<file path="config.mk">
export PLATFORM = sky130hd
export DESIGN_NAME = sar_adc_serial_readout
export DESIGN_NICKNAME = d
export VERILOG_FILES = /design/src/shared/sar_pkg.sv /design/src/hdl/sync2.sv /design/src/hdl/sar_adc_serial_readout.sv
export SDC_FILE = /design/constraint.sdc
export NUM_CORES = 1
export LEC_CHECK = 0
export ABC_AREA = 1
export BUFFER_PORTS_ARGS = -buffer_cell sky130_fd_sc_hd__buf_2
export CAP_MARGIN = 15
export CELL_PAD_IN_SITES_DETAIL_PLACEMENT = 1
export CELL_PAD_IN_SITES_GLOBAL_PLACEMENT = 2
export CORE_MARGIN = 2
export CORE_UTILIZATION = 32
export DETAILED_ROUTE_END_ITERATION = 16
export GPL_ROUTABILITY_DRIVEN = 0
export GPL_TIMING_DRIVEN = 0
export PLACE_DENSITY = 0.88
export SYNTH_ARGS = -nofsm -noshare
export SYNTH_HDL_FRONTEND = slang
export SYNTH_HIERARCHICAL = 1
export SYNTH_SLANG_ARGS = --single-unit
</file>
<file path="constraint.sdc">
create_clock -name core_clk -period 2.07 [get_ports core_clk]
set_input_delay 0.1035 -clock core_clk [delete_from_list [all_inputs] [get_ports core_clk]]
set_output_delay 0.1035 -clock core_clk [all_outputs]
set_load 0.01 [all_outputs]
</file>
<file path="src/shared/sar_pkg.sv">
// Purpose: shared constants of the serial readout converter block
// Assumes: core clock of 125 MHz
// Notes:   register offsets are byte addresses on the bus
package sar_pkg;
    // ********************************************************
    // resolution and timing
    // ********************************************************
    localparam int CODE_W        = 16;
    localparam int CLK_MHZ       = 125;
    localparam int CONV_MAX_NS   = 322;
    localparam int CONV_MAX_CYC  = (CONV_MAX_NS * CLK_MHZ) / 1000;
    localparam int BIT_CYC       = CONV_MAX_CYC / (CODE_W + 2);
    localparam int CNT_W         = 6;
    // ********************************************************
    // register map
    // ********************************************************
    localparam logic [4:0] OFS_CTRL   = 5'h00;
    localparam logic [4:0] OFS_STATUS = 5'h04;
    localparam logic [4:0] OFS_RESULT = 5'h08;
    localparam logic [4:0] OFS_IRQ_ST = 5'h0c;
    localparam logic [4:0] OFS_IRQ_MK = 5'h10;
    localparam int CTRL_GO_BIT    = 0;
    localparam int STAT_BUSY_BIT  = 0;
    localparam int STAT_CHAIN_BIT = 1;
    localparam int STAT_AWAKE_BIT = 2;
    localparam int IRQ_W          = 3;
    localparam int IRQ_DONE_BIT   = 0;
    localparam int IRQ_REFUSE_BIT = 1;
    localparam int IRQ_WORD_BIT   = 2;
    localparam logic [IRQ_W-1:0]  IRQ_MASK_RST = 3'h0;
    localparam logic [CODE_W-1:0] CODE_RST     = 16'h0000;
    localparam logic [CODE_W-1:0] TRIAL_TOP    = 16'h8000;
    localparam logic [31:0]       RDATA_RST    = 32'h0000_0000;
    localparam logic [4:0]        WORD_LAST    = 5'h0f;
    typedef enum logic [1:0] {ST_ACQUIRE, ST_CONVERT, ST_LOAD} conv_state_t;
endpackage : sar_pkg

</file>
<file path="src/hdl/sync2.sv">
// Purpose: two flip-flop synchroniser for pin inputs
// Assumes: inputs asynchronous to core_clk
// Notes:   first stage read only by the second
`timescale 1ns/1ps
module sync2 #(
    parameter int WIDTH = 4
) (
    input  wire logic             core_clk,
    input  wire logic             rst,
    input  wire logic [WIDTH-1:0] pin_in,
    output logic      [WIDTH-1:0] pin_sync
);
    logic [WIDTH-1:0] meta_q;

    if (WIDTH < 1)
    begin : g_width_check
        $error("synchroniser needs at least one bit");
    end
    // ********************************************************
    // one pair of flops per bit
    // ********************************************************
    for (genvar i = 0; i < WIDTH; i++)
    begin : g_bit
        always_ff @(posedge core_clk)
        begin
            if (rst)
            begin
                meta_q[i]   <= 1'b0;
                pin_sync[i] <= 1'b0;
            end
            else
            begin
                meta_q[i]   <= pin_in[i];
                pin_sync[i] <= meta_q[i];
            end
        end
    end
endmodule : sync2

</file>
<file path="src/hdl/sar_adc_serial_readout.sv">
// Purpose: conversion control and serial readout of a 16-bit SAR converter
// Assumes: pins sampled by core_clk; analog_level is the sampled input level
// Notes:   Avalon-MM slave with one wait state per access
//
// What this block does and what its host must do
// RULE1: chain_select low makes the shared pin an active-low output enable.
// RULE2: chain_select high makes the shared pin the upstream serial input.
// RULE3: a rising convert_start edge wakes the block and starts a conversion.
// RULE4: busy rises as a conversion starts and falls once it has finished.
// RULE5: each rising shift clock edge moves out one bit, top bit first.
// RULE6: the code is straight binary with zero at the bottom of the range.
// RULE7: a 16-step successive approximation search from half to 1/65536.
// RULE8: acquisition samples the input until the convert edge ends it.
// RULE9: the finished code is loaded into the serial shift path.
// RULE10: each result is ready in its own conversion cycle, no latency.
// RULE11: conversion steps come from an internal divider, not the host.
// RULE12: the block sleeps whenever it is not converting.
// RULE13: a conversion never takes longer than its maximum time.
// RULE14: the host moves convert_start again only early or after busy falls.
// RULE15: output changes on the rising edge, top bit valid until the first.
// RULE16: the host waits out the reinitialisation time after power-on.
// RULE17: in chain mode upstream bits follow the own result out.
//
// Local design decisions: the register addresses and the Avalon-MM slave port.
`timescale 1ns/1ps
module sar_adc_serial_readout (
    input  wire logic                       core_clk,
    input  wire logic                       rst,
    input  wire logic [4:0]                 avs_address,
    input  wire logic                       avs_read,
    input  wire logic                       avs_write,
    input  wire logic [31:0]                avs_writedata,
    output logic      [31:0]                avs_readdata,
    output logic                            avs_waitrequest,
    input  wire logic                       convert_start,
    input  wire logic                       chain_select,
    input  wire logic                       bus_enable_or_link_in,
    input  wire logic                       shift_clk,
    input  wire logic [sar_pkg::CODE_W-1:0] analog_level,
    output logic                            busy,
    output logic                            serial_out,
    output logic                            serial_out_oe,
    output logic                            irq
);
    import sar_pkg::*;

    if (BIT_CYC < 1 || (CODE_W + 2) * BIT_CYC > CONV_MAX_CYC)
    begin : g_rate_check
        $error("conversion step rate cannot meet the maximum time");
    end

    typedef struct packed {
        conv_state_t         st;
        logic [CNT_W-1:0]    div;
        logic [CNT_W-1:0]    conv_cnt;
        logic [CODE_W-1:0]   sample;
        logic [CODE_W-1:0]   sar;
        logic [CODE_W-1:0]   trial;
        logic [CODE_W-1:0]   shreg;
        logic [4:0]          shift_cnt;
        logic [CODE_W-1:0]   result;
        logic                cnv_prev;
        logic                sck_prev;
        logic                busy;
        logic                oe;
        logic                waitreq;
        logic [31:0]         rdata;
        logic [IRQ_W-1:0]    irq_st;
        logic [IRQ_W-1:0]    irq_mk;
        logic                irq;
    } state_t;

    state_t           q;
    state_t           d;
    logic [3:0]       pin_s;
    logic             cnv_s;
    logic             chain_s;
    logic             link_s;
    logic             sck_s;
    logic             cnv_rise;
    logic             sck_rise;
    logic             tick;
    logic             go;
    logic             req;
    logic             take;
    logic [IRQ_W-1:0] irq_set;
    logic [IRQ_W-1:0] irq_clr;
    logic [2:0]       word_sel;

    // ********************************************************
    // pin synchronisers
    // ********************************************************
    // shared pin enters inverted so a reset stage reads idle
    sync2 #(
        .WIDTH    (4)
    ) u_sync (
        .core_clk (core_clk),
        .rst      (rst),
        .pin_in   ({convert_start, chain_select,
                    ~bus_enable_or_link_in, shift_clk}),
        .pin_sync (pin_s)
    );

    assign cnv_s    = pin_s[3];
    assign chain_s  = pin_s[2];
    assign link_s   = ~pin_s[1];
    assign sck_s    = pin_s[0];
    assign cnv_rise = cnv_s & ~q.cnv_prev;
    assign sck_rise = sck_s & ~q.sck_prev;
    assign req      = avs_read | avs_write;
    assign take     = req & ~q.waitreq;
    assign word_sel = avs_address[4:2];

    // ********************************************************
    // next state
    // ********************************************************
    always_comb
    begin
        d        = q;
        irq_set  = '0;
        irq_clr  = '0;
        d.cnv_prev = cnv_s;
        d.sck_prev = sck_s;
        go = cnv_rise | (take & avs_write & (avs_address == OFS_CTRL)
             & avs_writedata[CTRL_GO_BIT]);
        tick = (q.st == ST_CONVERT) && (q.div == CNT_W'(BIT_CYC - 1)); // RULE11

        // output enable per mode
        d.oe = chain_s ? 1'b1 : ~link_s; // RULE1 RULE2

        // conversion sequencer
        unique case (q.st)
            ST_ACQUIRE:
            begin
                d.conv_cnt = '0;
                if (go)
                begin
                    d.sample = analog_level; // RULE8
                    d.sar    = CODE_RST;
                    d.trial  = TRIAL_TOP; // RULE7
                    d.div    = '0;
                    d.busy   = 1'b1; // RULE3 RULE4 RULE12
                    d.st     = ST_CONVERT;
                end
            end
            ST_CONVERT:
            begin
                d.conv_cnt = q.conv_cnt + 1'b1;
                d.div      = tick ? '0 : q.div + 1'b1; // RULE11
                if (go)
                    irq_set[IRQ_REFUSE_BIT] = 1'b1;
                if (tick)
                begin
                    if (q.sample >= (q.sar | q.trial))
                        d.sar = q.sar | q.trial; // RULE6 RULE7
                    d.trial = q.trial >> 1;
                    if (q.trial[0])
                        d.st = ST_LOAD;
                end
            end
            ST_LOAD:
            begin
                d.conv_cnt = q.conv_cnt + 1'b1;
                d.result   = q.sar; // RULE10
                d.busy     = 1'b0; // RULE4 RULE12
                d.st       = ST_ACQUIRE;
                irq_set[IRQ_DONE_BIT] = 1'b1;
                if (go)
                    irq_set[IRQ_REFUSE_BIT] = 1'b1;
            end
            default: d.st = ST_ACQUIRE;
        endcase

        // serial output path
        if (q.st == ST_LOAD)
        begin
            d.shreg     = q.sar; // RULE9
            d.shift_cnt = '0;
        end
        else if (sck_rise) // RULE15
        begin
            d.shreg = {q.shreg[CODE_W-2:0], chain_s & link_s}; // RULE5 RULE17
            d.shift_cnt = q.shift_cnt + 1'b1;
            if (q.shift_cnt == WORD_LAST)
                irq_set[IRQ_WORD_BIT] = 1'b1;
        end

        // bus slave, one wait state
        d.waitreq = 1'b1;
        if (req && q.waitreq)
        begin
            d.waitreq = 1'b0;
            unique case (word_sel)
                3'h0:    d.rdata = RDATA_RST;
                3'h1:    d.rdata = {29'h0000_0000, ~q.busy & 1'b0 | q.busy,
                                    chain_s, q.busy};
                3'h2:    d.rdata = {16'h0000, q.result};
                3'h3:    d.rdata = {29'h0000_0000, q.irq_st};
                3'h4:    d.rdata = {29'h0000_0000, q.irq_mk};
                default: d.rdata = RDATA_RST;
            endcase
        end
        if (take && avs_write)
        begin
            if (avs_address == OFS_IRQ_ST)
                irq_clr = avs_writedata[IRQ_W-1:0];
            if (avs_address == OFS_IRQ_MK)
                d.irq_mk = avs_writedata[IRQ_W-1:0];
        end

        // sticky status, set wins over clear
        d.irq_st = (q.irq_st & ~irq_clr) | irq_set;
        d.irq    = |(q.irq_st & q.irq_mk);
    end

    // ********************************************************
    // state register
    // ********************************************************
    always_ff @(posedge core_clk)
    begin
        if (rst)
        begin
            q         <= '0;
            q.st      <= ST_ACQUIRE;
            q.waitreq <= 1'b1;
            q.irq_mk  <= IRQ_MASK_RST;
        end
        else
            q <= d;
    end

    assign avs_readdata    = q.rdata;
    assign avs_waitrequest = q.waitreq;
    assign busy            = q.busy;
    assign serial_out      = q.shreg[CODE_W-1];
    assign serial_out_oe   = q.oe;
    assign irq             = q.irq;
endmodule : sar_adc_serial_readout

</file>
-- Word-level counts from Yosys, hierarchy flattened
Index checks and enable logic that the tools add are counted.
- $add $sub $neg: 2
- multipliers: 0
- divide/modulo/power cells: 0
- order comparisons: 1
- eq/ne operators: 14
- shift operators: 0
- mux-type cells: 25
- bitwise operators: 19
- reductions and logical operators: 18
- operators with widths (kind ; count):
    two-way mux 32 bit ; 2
    case mux 16 bit (4 select lines) ; 1
    case mux 32 bit (2 select lines) ; 1
    two-way mux 21 bit ; 2
    two-way mux 33 bit ; 1
    greater-or-equal comparator 16 bit ; 1
    two-way mux 16 bit ; 1
    bitwise OR 16 bit ; 1
    case mux 6 bit (2 select lines) ; 1
    equality test 5 x 4 -> 1 bit, second input constant ; 2
    two-way mux 1 bit ; 8
    two-way mux 8 bit ; 1
    AND reduction 2 bit ; 4
    AND 1 bit ; 7
    adder 6 x 1 -> 6 bit, second input constant ; 1
    AND 3 bit ; 2
    equality test 3 x 2 -> 1 bit, second input constant ; 2
    equality test 6 x 1 -> 1 bit, second input constant ; 1
    two-way mux 3 bit ; 2
    two-way mux 6 bit ; 1
    != test 2 bit, second input constant ; 3
    AND reduction 3 bit ; 2
    nonzero test 2 bit ; 3
    adder 5 x 1 -> 5 bit, second input constant ; 1
    other kinds (19) ; 28
- flip-flop bits (word level): 145
- bits in latches: 0
- bits in writable memories: 0
- ROM bits: 0
- input bits: 61
- word-level logic and storage cells: 104
- memories kept: 0

-- Logic depth before layout (Yosys ltp)
Gate-level depths: netlist (run 1).
- depth in word-level cells: 9
- mapped depth: 15
- gate-level depth less buffers: 15

-- By module
Netlist (run 1), hierarchy kept.
- modules (own cells, without submodules) (module ; instances ; cells an instance ; area an instance (µm²) ; seq. area each (µm²)):
    sar_adc_serial_readout ; 1 ; 756 ; 5556.6 ; 2422.3
    sync2 ; 1 ; 25 ; 231.5 ; 160.2

-- Least setup slack after synthesis (run 1)
No wires, ideal clock.
- path kind: register -> register
- start: register q[97] in the netlist's numbering
- end: register q[102] in the netlist's numbering
- setup time: 115 ps
- data arrival time: 1605 ps
- data required time: 1955 ps
- slack: 350 ps
- cell stages (with the launch flop): 15
- cell sequence: dfxtp_1 > or2_2 > ha_1 > nand2_1 > nor2_1 > nor2_1 > nand2_1 > nand2_1 > nand2_1 > nand2_1 > nand2_1 > buf_2 > nand3_1 > nand2_1 > nor2_1
- word-level cells in the longest chain between the ends: 4
- RTL lines (item ; line ; source):
    start: declaration ; sar_adc_serial_readout.sv:73 ; state_t q;
    bitwise OR 16 bit ; sar_adc_serial_readout.sv:154 ; if (q.sample >= (q.sar | q.trial))
    greater-or-equal comparator 16 bit ; sar_adc_serial_readout.sv:154 ;
    != test 2 x 1 -> 1 bit (no line) ; n/a ;
    AND reduction 4 bit (no line) ; n/a ;
Every way passes these cells.
A chain may end at the register's enable or synchronous reset.

-- Final worst setup path (run 1)
- start: register q[97] in the netlist's numbering
- end: register q[103] in the netlist's numbering
The elaborated chain is that of the path after synthesis.

==> flow_metrics.tcl, run 1 <==
set metrics [dict create \
    clk_path_buf_depth 2 \
    yosysTopAreaCell "dfxtp_1" \
    insertion_delay_ns 0.42 \
    drc_errors 0 \
    final_nets 974 \
    fin_ws_ns 0.1746 \
    area_growth_pct 26.65 \
    core_region_area_um2 17840 \
    cp-start-kind "flip-flop" \
    fin_cells 1132 \
    whs_ns 0.02405 \
    fp-row-count 49 \
    p_int_mw 5.073 \
    grt_pass1_wl_um 25560 \
    maxCapViolCount 0 \
    synth_edf_count 0 \
    post-place-cells 1076 \
    power.total_mw 6.809 \
    cts_tree "done" \
    grt_max_degree 17 \
    die_x_um 138.5 \
    ant_nets 0 \
    ys.flop_type "dfxtp_1" \
    drtIter0Drc 187 \
    clock-root-buffer "clkbuf_16" \
    rsz0062_at_grt "false" \
    switching_share_pct 25.49 \
    die_area_um2 19180 \
    firstDrtPassIters 4 \
    worstSetupPathType "flip-flop to flip-flop" \
    whs_path_depth 3 \
    clk_pin_slew_worst_paths_ns 0.06 \
    htree_levels 4 \
    multiInputGateArea_um2 2631 \
    drv_slew 0 \
    max_freq_ghz 0.5276 \
    grt_pass1_vias 5238 \
    power_frac_seq_pct 39.2 \
    fin_area_um2 7331 \
    period_share_pct 91.57 \
    setup_viol 0 \
    p_per_area_nw_per_um2 928.9 \
    num_vias 5169 \
    period_needed_ns 1.895 \
    placed_cell_area_um2 6386 \
    syn_area_um2 5788 \
    p_leak_nw 3.051 \
    cp.required_ns 2.38 \
    slew_headroom_pct 53.28 \
    comb_power_share_pct 12.3 \
    num_antenna_cells 0 \
    gr-total-overflow 0 \
    dp_slack_ns -0.04288 \
    cp-end-kind "flip-flop" \
    pin_count 98 \
    nFillCells 2234 \
    ys_async_sr_fraction_pct 0 \
    avgSynthCellArea_um2 7.411 \
    synth_common_cells "nand2_1, dfxtp_1, nor2_1" \
    synth_most_common_cell "nand2_1" \
    antenna_found_initial 0 \
    outcome "finished, final reports clean" \
    postLayoutCoreUtil_pct 41.09 \
    clock_sink_count 129 \
    setup_tns_ns 0 \
    path_max_fanout 10 \
    synth.distinct_cells 39 \
    syn_inst 781 \
    hold_violations 0 \
    power.net_switching_mw 1.736 \
    avgRoutedWirePerCell_um 13.46 \
    synthTopCellsByArea "dfxtp_1, nand2_1, nor2_1, a21oi_1, ha_1" \
    ys_seq_elements 129 \
    dp_hpwl_um 11310 \
    peakVddDrop_v 0.0005689 \
    finClkSkew_ns 0.01129 \
    r2r_slack_ns 0.17 \
    worstMarginPinSlew_ns 0.7008 \
    register_area_um2 2582 \
    yosys.area.top_type_share_pct 44.62 \
    hold_class "input pin to flip-flop" \
    drive_gt1_share_pct 16.50 \
    clkPwrFrac_pct 48.6 \
    cts_buffers 17 \
    grt_use_total_pct 16.49 \
    io_buffers 51 \
    avgViaCountPerCell 4.566 \
    worstPathArrival_ns 2.20 \
    wl_um 15240 \
    ys_seq_area_share_pct 44.62 \
    start_util_pct 32.44 \
    ys_warn_count 6 \
    die_y_um 138.5 \
    worst-r2r-cell-count 14 \
]
## sequential cells by signal (all words and copies together) (netlist names)
signal           flops
q                  100
avs_readdata        16
u_sync/meta_q        4
u_sync/pin_sync      4
avs_waitrequest      1
busy                 1
irq                  1
serial_out           1
serial_out_oe        1
## worst max-delay path, cell delays in order (launching register included)
cell and delay (ns):
dfxtp_1 0.33, or2_4 0.27, ha_1 0.27, nand2_1 0.05
nor2_1 0.08, nor2_1 0.04, nand2_1 0.06, nand2_1 0.05
nand2_1 0.10, nand2_2 0.08, nand2_4 0.10, buf_6 0.14
nand3_1 0.09, nand2_1 0.08, nor2_1 0.05
## final timing paths
kind,startpoint,end
max,q[97]$_SDFFE_PP0P_,q[103]$_SDFFE_PP0P_
min,avs_writedata[0],q[1]$_SDFFE_PP0P_
max reg2reg,q[97]$_SDFFE_PP0P_,q[103]$_SDFFE_PP0P_
min reg2reg,u_sync/meta_q[3]$_SDFF_PP0_,u_sync/pin_sync[3]$_SDFF_PP0_
## kinds of logic (layout without fill, tap and decap cells)
group / after synthesis / in the layout / synth area share [%]
buffers and inverters: 131 / 238 / 11.46
and+or+nand+nor: 343 / 343 / 24.38
AOI/OAI and AO/OA: 152 / 152 / 14.20
xor gates and xnor gates: 2 / 2 / 0.3027
other: 1 / 16 / 0.06479
adders and majority gates: 23 / 23 / 4.972
DFF: 129 / 129 / 44.62
## layer usage
layer	global-route usage, %	vias up	share of wire (%)
li1	-	2704	-
met1	21.15	2380	48
met2	27.62	67	48
met3	3.672	18	2.5
met4	5.371	0	1.7
met5	0	-	0
## cells in the final DEF (no fill, tap or decap), types with 6 or more instances in the layout
master / n
a21oi_1: 59
a31oi_1: 8
buf_2: 53
buf_4: 33
buf_6: 9
clkbuf_1: 23
clkbuf_16: 17
conb_1: 16
dfxtp_1: 129
dlygate4sd3_1: 23
ha_1: 22
inv_1: 58
nand2_1: 169
nand3_1: 44
nor2_1: 106
nor3_1: 6
o21ai_0: 54
o21ai_1: 11
## power groups by stage
| stage | Sequential (mW) | Clock, mW | Combinational, mW |
|---|---|---|---|
| after floorplan | 2.69 | 0 | 0.564 |
| after global placement | 2.71 | 0 | 0.766 |
| after detailed placement | 2.72 | 0 | 0.779 |
| after CTS | 2.66 | 3.36 | 0.823 |
| after global routing | 2.68 | 3.48 | 0.960 |
| final | 2.67 | 3.31 | 0.836 |
## final cells by class
class / count / share of cell area, %
Buffer: 66 / 5.991
Clock buffer: 19 / 6.042
Clock inverter: 13 / 2.833
Inverter: 65 / 3.379
Multi-Input combinational cell: 536 / 35.89
Sequential cell: 129 / 35.23
Tap cell: 229 / 3.909
Timing Repair Buffer: 75 / 6.725
## timing repair
action,CTS,global route
endpoints found under the hold margin,27,0
pin swaps,0,1
buffers inserted,0,1
setup endpoints to repair,15,28
hold buffers,23,0
resized for setup,4,13
cloned,0,0
(Power assumes the default switching activity.)
==> run 2, diff against run 1 <==
RECOVER_POWER = 25   (was default)
SLEW_MARGIN = 5   (was default)
==> run 2 against run 1 <==
Sequential share of layout area up 0.16 points. Utilization down 0.19 points. Power about the same. Largest cell class unchanged. Highest routed layer unchanged. Largest power group unchanged. Die area unchanged. Critical endpoint unchanged. Fmax up 0.25%.
==> flow_metrics.tcl, run 2 (synthesized netlist as in run 1, its figures left out) <==
set metrics [dict create \
    p_per_area_nw_per_um2 933.2 \
    num_antenna_cells 0 \
    post-place-cells 1076 \
    die_area_um2 19180 \
    area_growth_pct 26.07 \
    avgRoutedWirePerCell_um 13.50 \
    die_y_um 138.5 \
    final_common_cell "nand2_1" \
    r2r-start "q[97]$_SDFFE_PP0P_" \
    insertion_delay_ns 0.42 \
    core_region_area_um2 17840 \
    max_freq_ghz 0.5289 \
    gr-total-overflow 0 \
    final_nets 974 \
    rsz0062_at_grt "false" \
    wl_um 15280 \
    die_x_um 138.5 \
    power.total_mw 6.810 \
    drv_slew 0 \
    whs_ns 0.02679 \
    hp-start "avs_writedata[0]" \
    path_max_fanout 10 \
    peakVddDrop_v 0.0005699 \
    fp-row-count 49 \
    antenna_found_initial 0 \
    io_buffers 51 \
    clk_path_buf_depth 2 \
    fin_cells 1132 \
    hold_class "input pin to flip-flop" \
    drtIter0Drc 176 \
    cpPeakStageDelay_ns 0.33 \
    period_needed_ns 1.891 \
    firstDrtPassIters 4 \
    drc_errors 0 \
    setup_viol 0 \
    pin_count 98 \
    period_share_pct 91.34 \
    cp-start-kind "flip-flop" \
    grt_pass1_vias 5238 \
    largest_reg_flops 100 \
    grt_pass1_wl_um 25560 \
    startpoint "q[97]$_SDFFE_PP0P_" \
    grt_max_degree 17 \
    cp_slowest_cell "dfxtp_1" \
    start_util_pct 32.44 \
    finClkSkew_ns 0.01315 \
    clk_pin_slew_worst_paths_ns 0.06 \
    dp_hpwl_um 11310 \
    multiInputGateArea_um2 2631 \
    cp-end-kind "flip-flop" \
    avgViaCountPerCell 4.572 \
    cp.required_ns 2.38 \
    layout_common_cells "nand2_1, dfxtp_1, nor2_1, a21oi_1, inv_1" \
    drive_gt1_share_pct 14.06 \
    register_area_um2 2582 \
    num_vias 5175 \
    outcome "finished, final reports clean" \
    cts_tree "done" \
    placed_cell_area_um2 6386 \
    top_register "q" \
    grt_use_total_pct 16.49 \
    p_leak_nw 2.956 \
    maxCapViolCount 0 \
    slew_headroom_pct 35.61 \
    fin_area_um2 7297 \
    worstPathArrival_ns 2.20 \
    hold_violations 0 \
    htree_levels 4 \
    worstSetupPathType "flip-flop to flip-flop" \
    nFillCells 2236 \
    ant_nets 0 \
    critical_path.cell_chain "or2_4 > ha_1 > nand2_1 > nor2_1 > nor2_1 > nand2_1 > nand2_1 > nand2_1 > nand2_2 > nand2_4 > buf_6 > nand3_1 > nand2_1 > nor2_1" \
    clock_sink_count 129 \
    clock-root-buffer "clkbuf_16" \
    cp_common_cell "nand2_1" \
    setup_tns_ns 0 \
    worstMarginPinSlew_ns 0.9557 \
    cts_buffers 17 \
]
## run 2: cell count changes in the layout (fill, tap and decap cells not counted)
cell      previous run  this run
o21ai_0             54        55
clkbuf_1            23        45
o21ai_1             11        10
buf_2               53        32
buf_6                9         8
## run 2: critical path: cells and delay by family, from the launching register on
kind / cells / cell delay (ns)
DFF: 1 / 0.33
and+or+nand+nor: 12 / 1.05
buffers and inverters: 1 / 0.14
adders and majority gates: 1 / 0.27
## run 2: report_power, final
group	total (mW)	switching, mW	internal (mW)	leakage, nW
sequential	2.67	0.0823	2.58	1.05
clock	3.31	1.14	2.17	0.306
combinational	0.833	0.517	0.316	1.60
total	6.81	1.74	5.07	2.96
## run 2: path summary, 6_finish.rpt
check,end,slack (ns),depth (start not counted)
worst max-delay path,q[103]$_SDFFE_PP0P_,0.18,14
worst min-delay path,q[1]$_SDFFE_PP0P_,0.03,3
worst max register to register,q[103]$_SDFFE_PP0P_,0.18,14
worst min register to register,u_sync/pin_sync[3]$_SDFF_PP0_,0.41,2
## run 2: what timing repair did
item | in CTS | in global routing
setup buffers | 0 | 1
pin swaps | 0 | 1
hold endpoints to repair | 27 | 0
gates resized for setup | 4 | 13
hold buffers | 23 | 0
endpoints found under the setup margin | 15 | 28
## run 2: cell type report
type,instances,area share [%]
Inverter,65,3.395
Multi-Input combinational cell,536,36.06
Timing Repair Buffer,75,6.396
Clock buffer,19,6.070
Clock inverter,13,2.846
Tap cell,229,3.927
Buffer,66,5.916
Sequential cell,129,35.39
## run 2: stage by stage
| step | utilization (%) | setup WS (ns) |
|---|---|---|
| 4_1_cts | 40.79 | 0.007686 |
| 2_1_floorplan | - | 0.3502 |
| 5_1_grt | 40.90 | 0.003716 |
| 3_5_place_dp | 35.79 | -0.04288 |
| 6_report | 40.90 | 0.1793 |
| 3_3_place_gp | 35.79 | -0.04025 |
## run 2: metal layers
metal  vias to the layer above  track usage (%)  share of wire, %
li1                       2702                -                 -
met1                      2386            21.15                48
met2                        69            27.62                48
met3                        18            3.672               2.7
met4                         0            5.371               1.6
met5                         -                0                 0
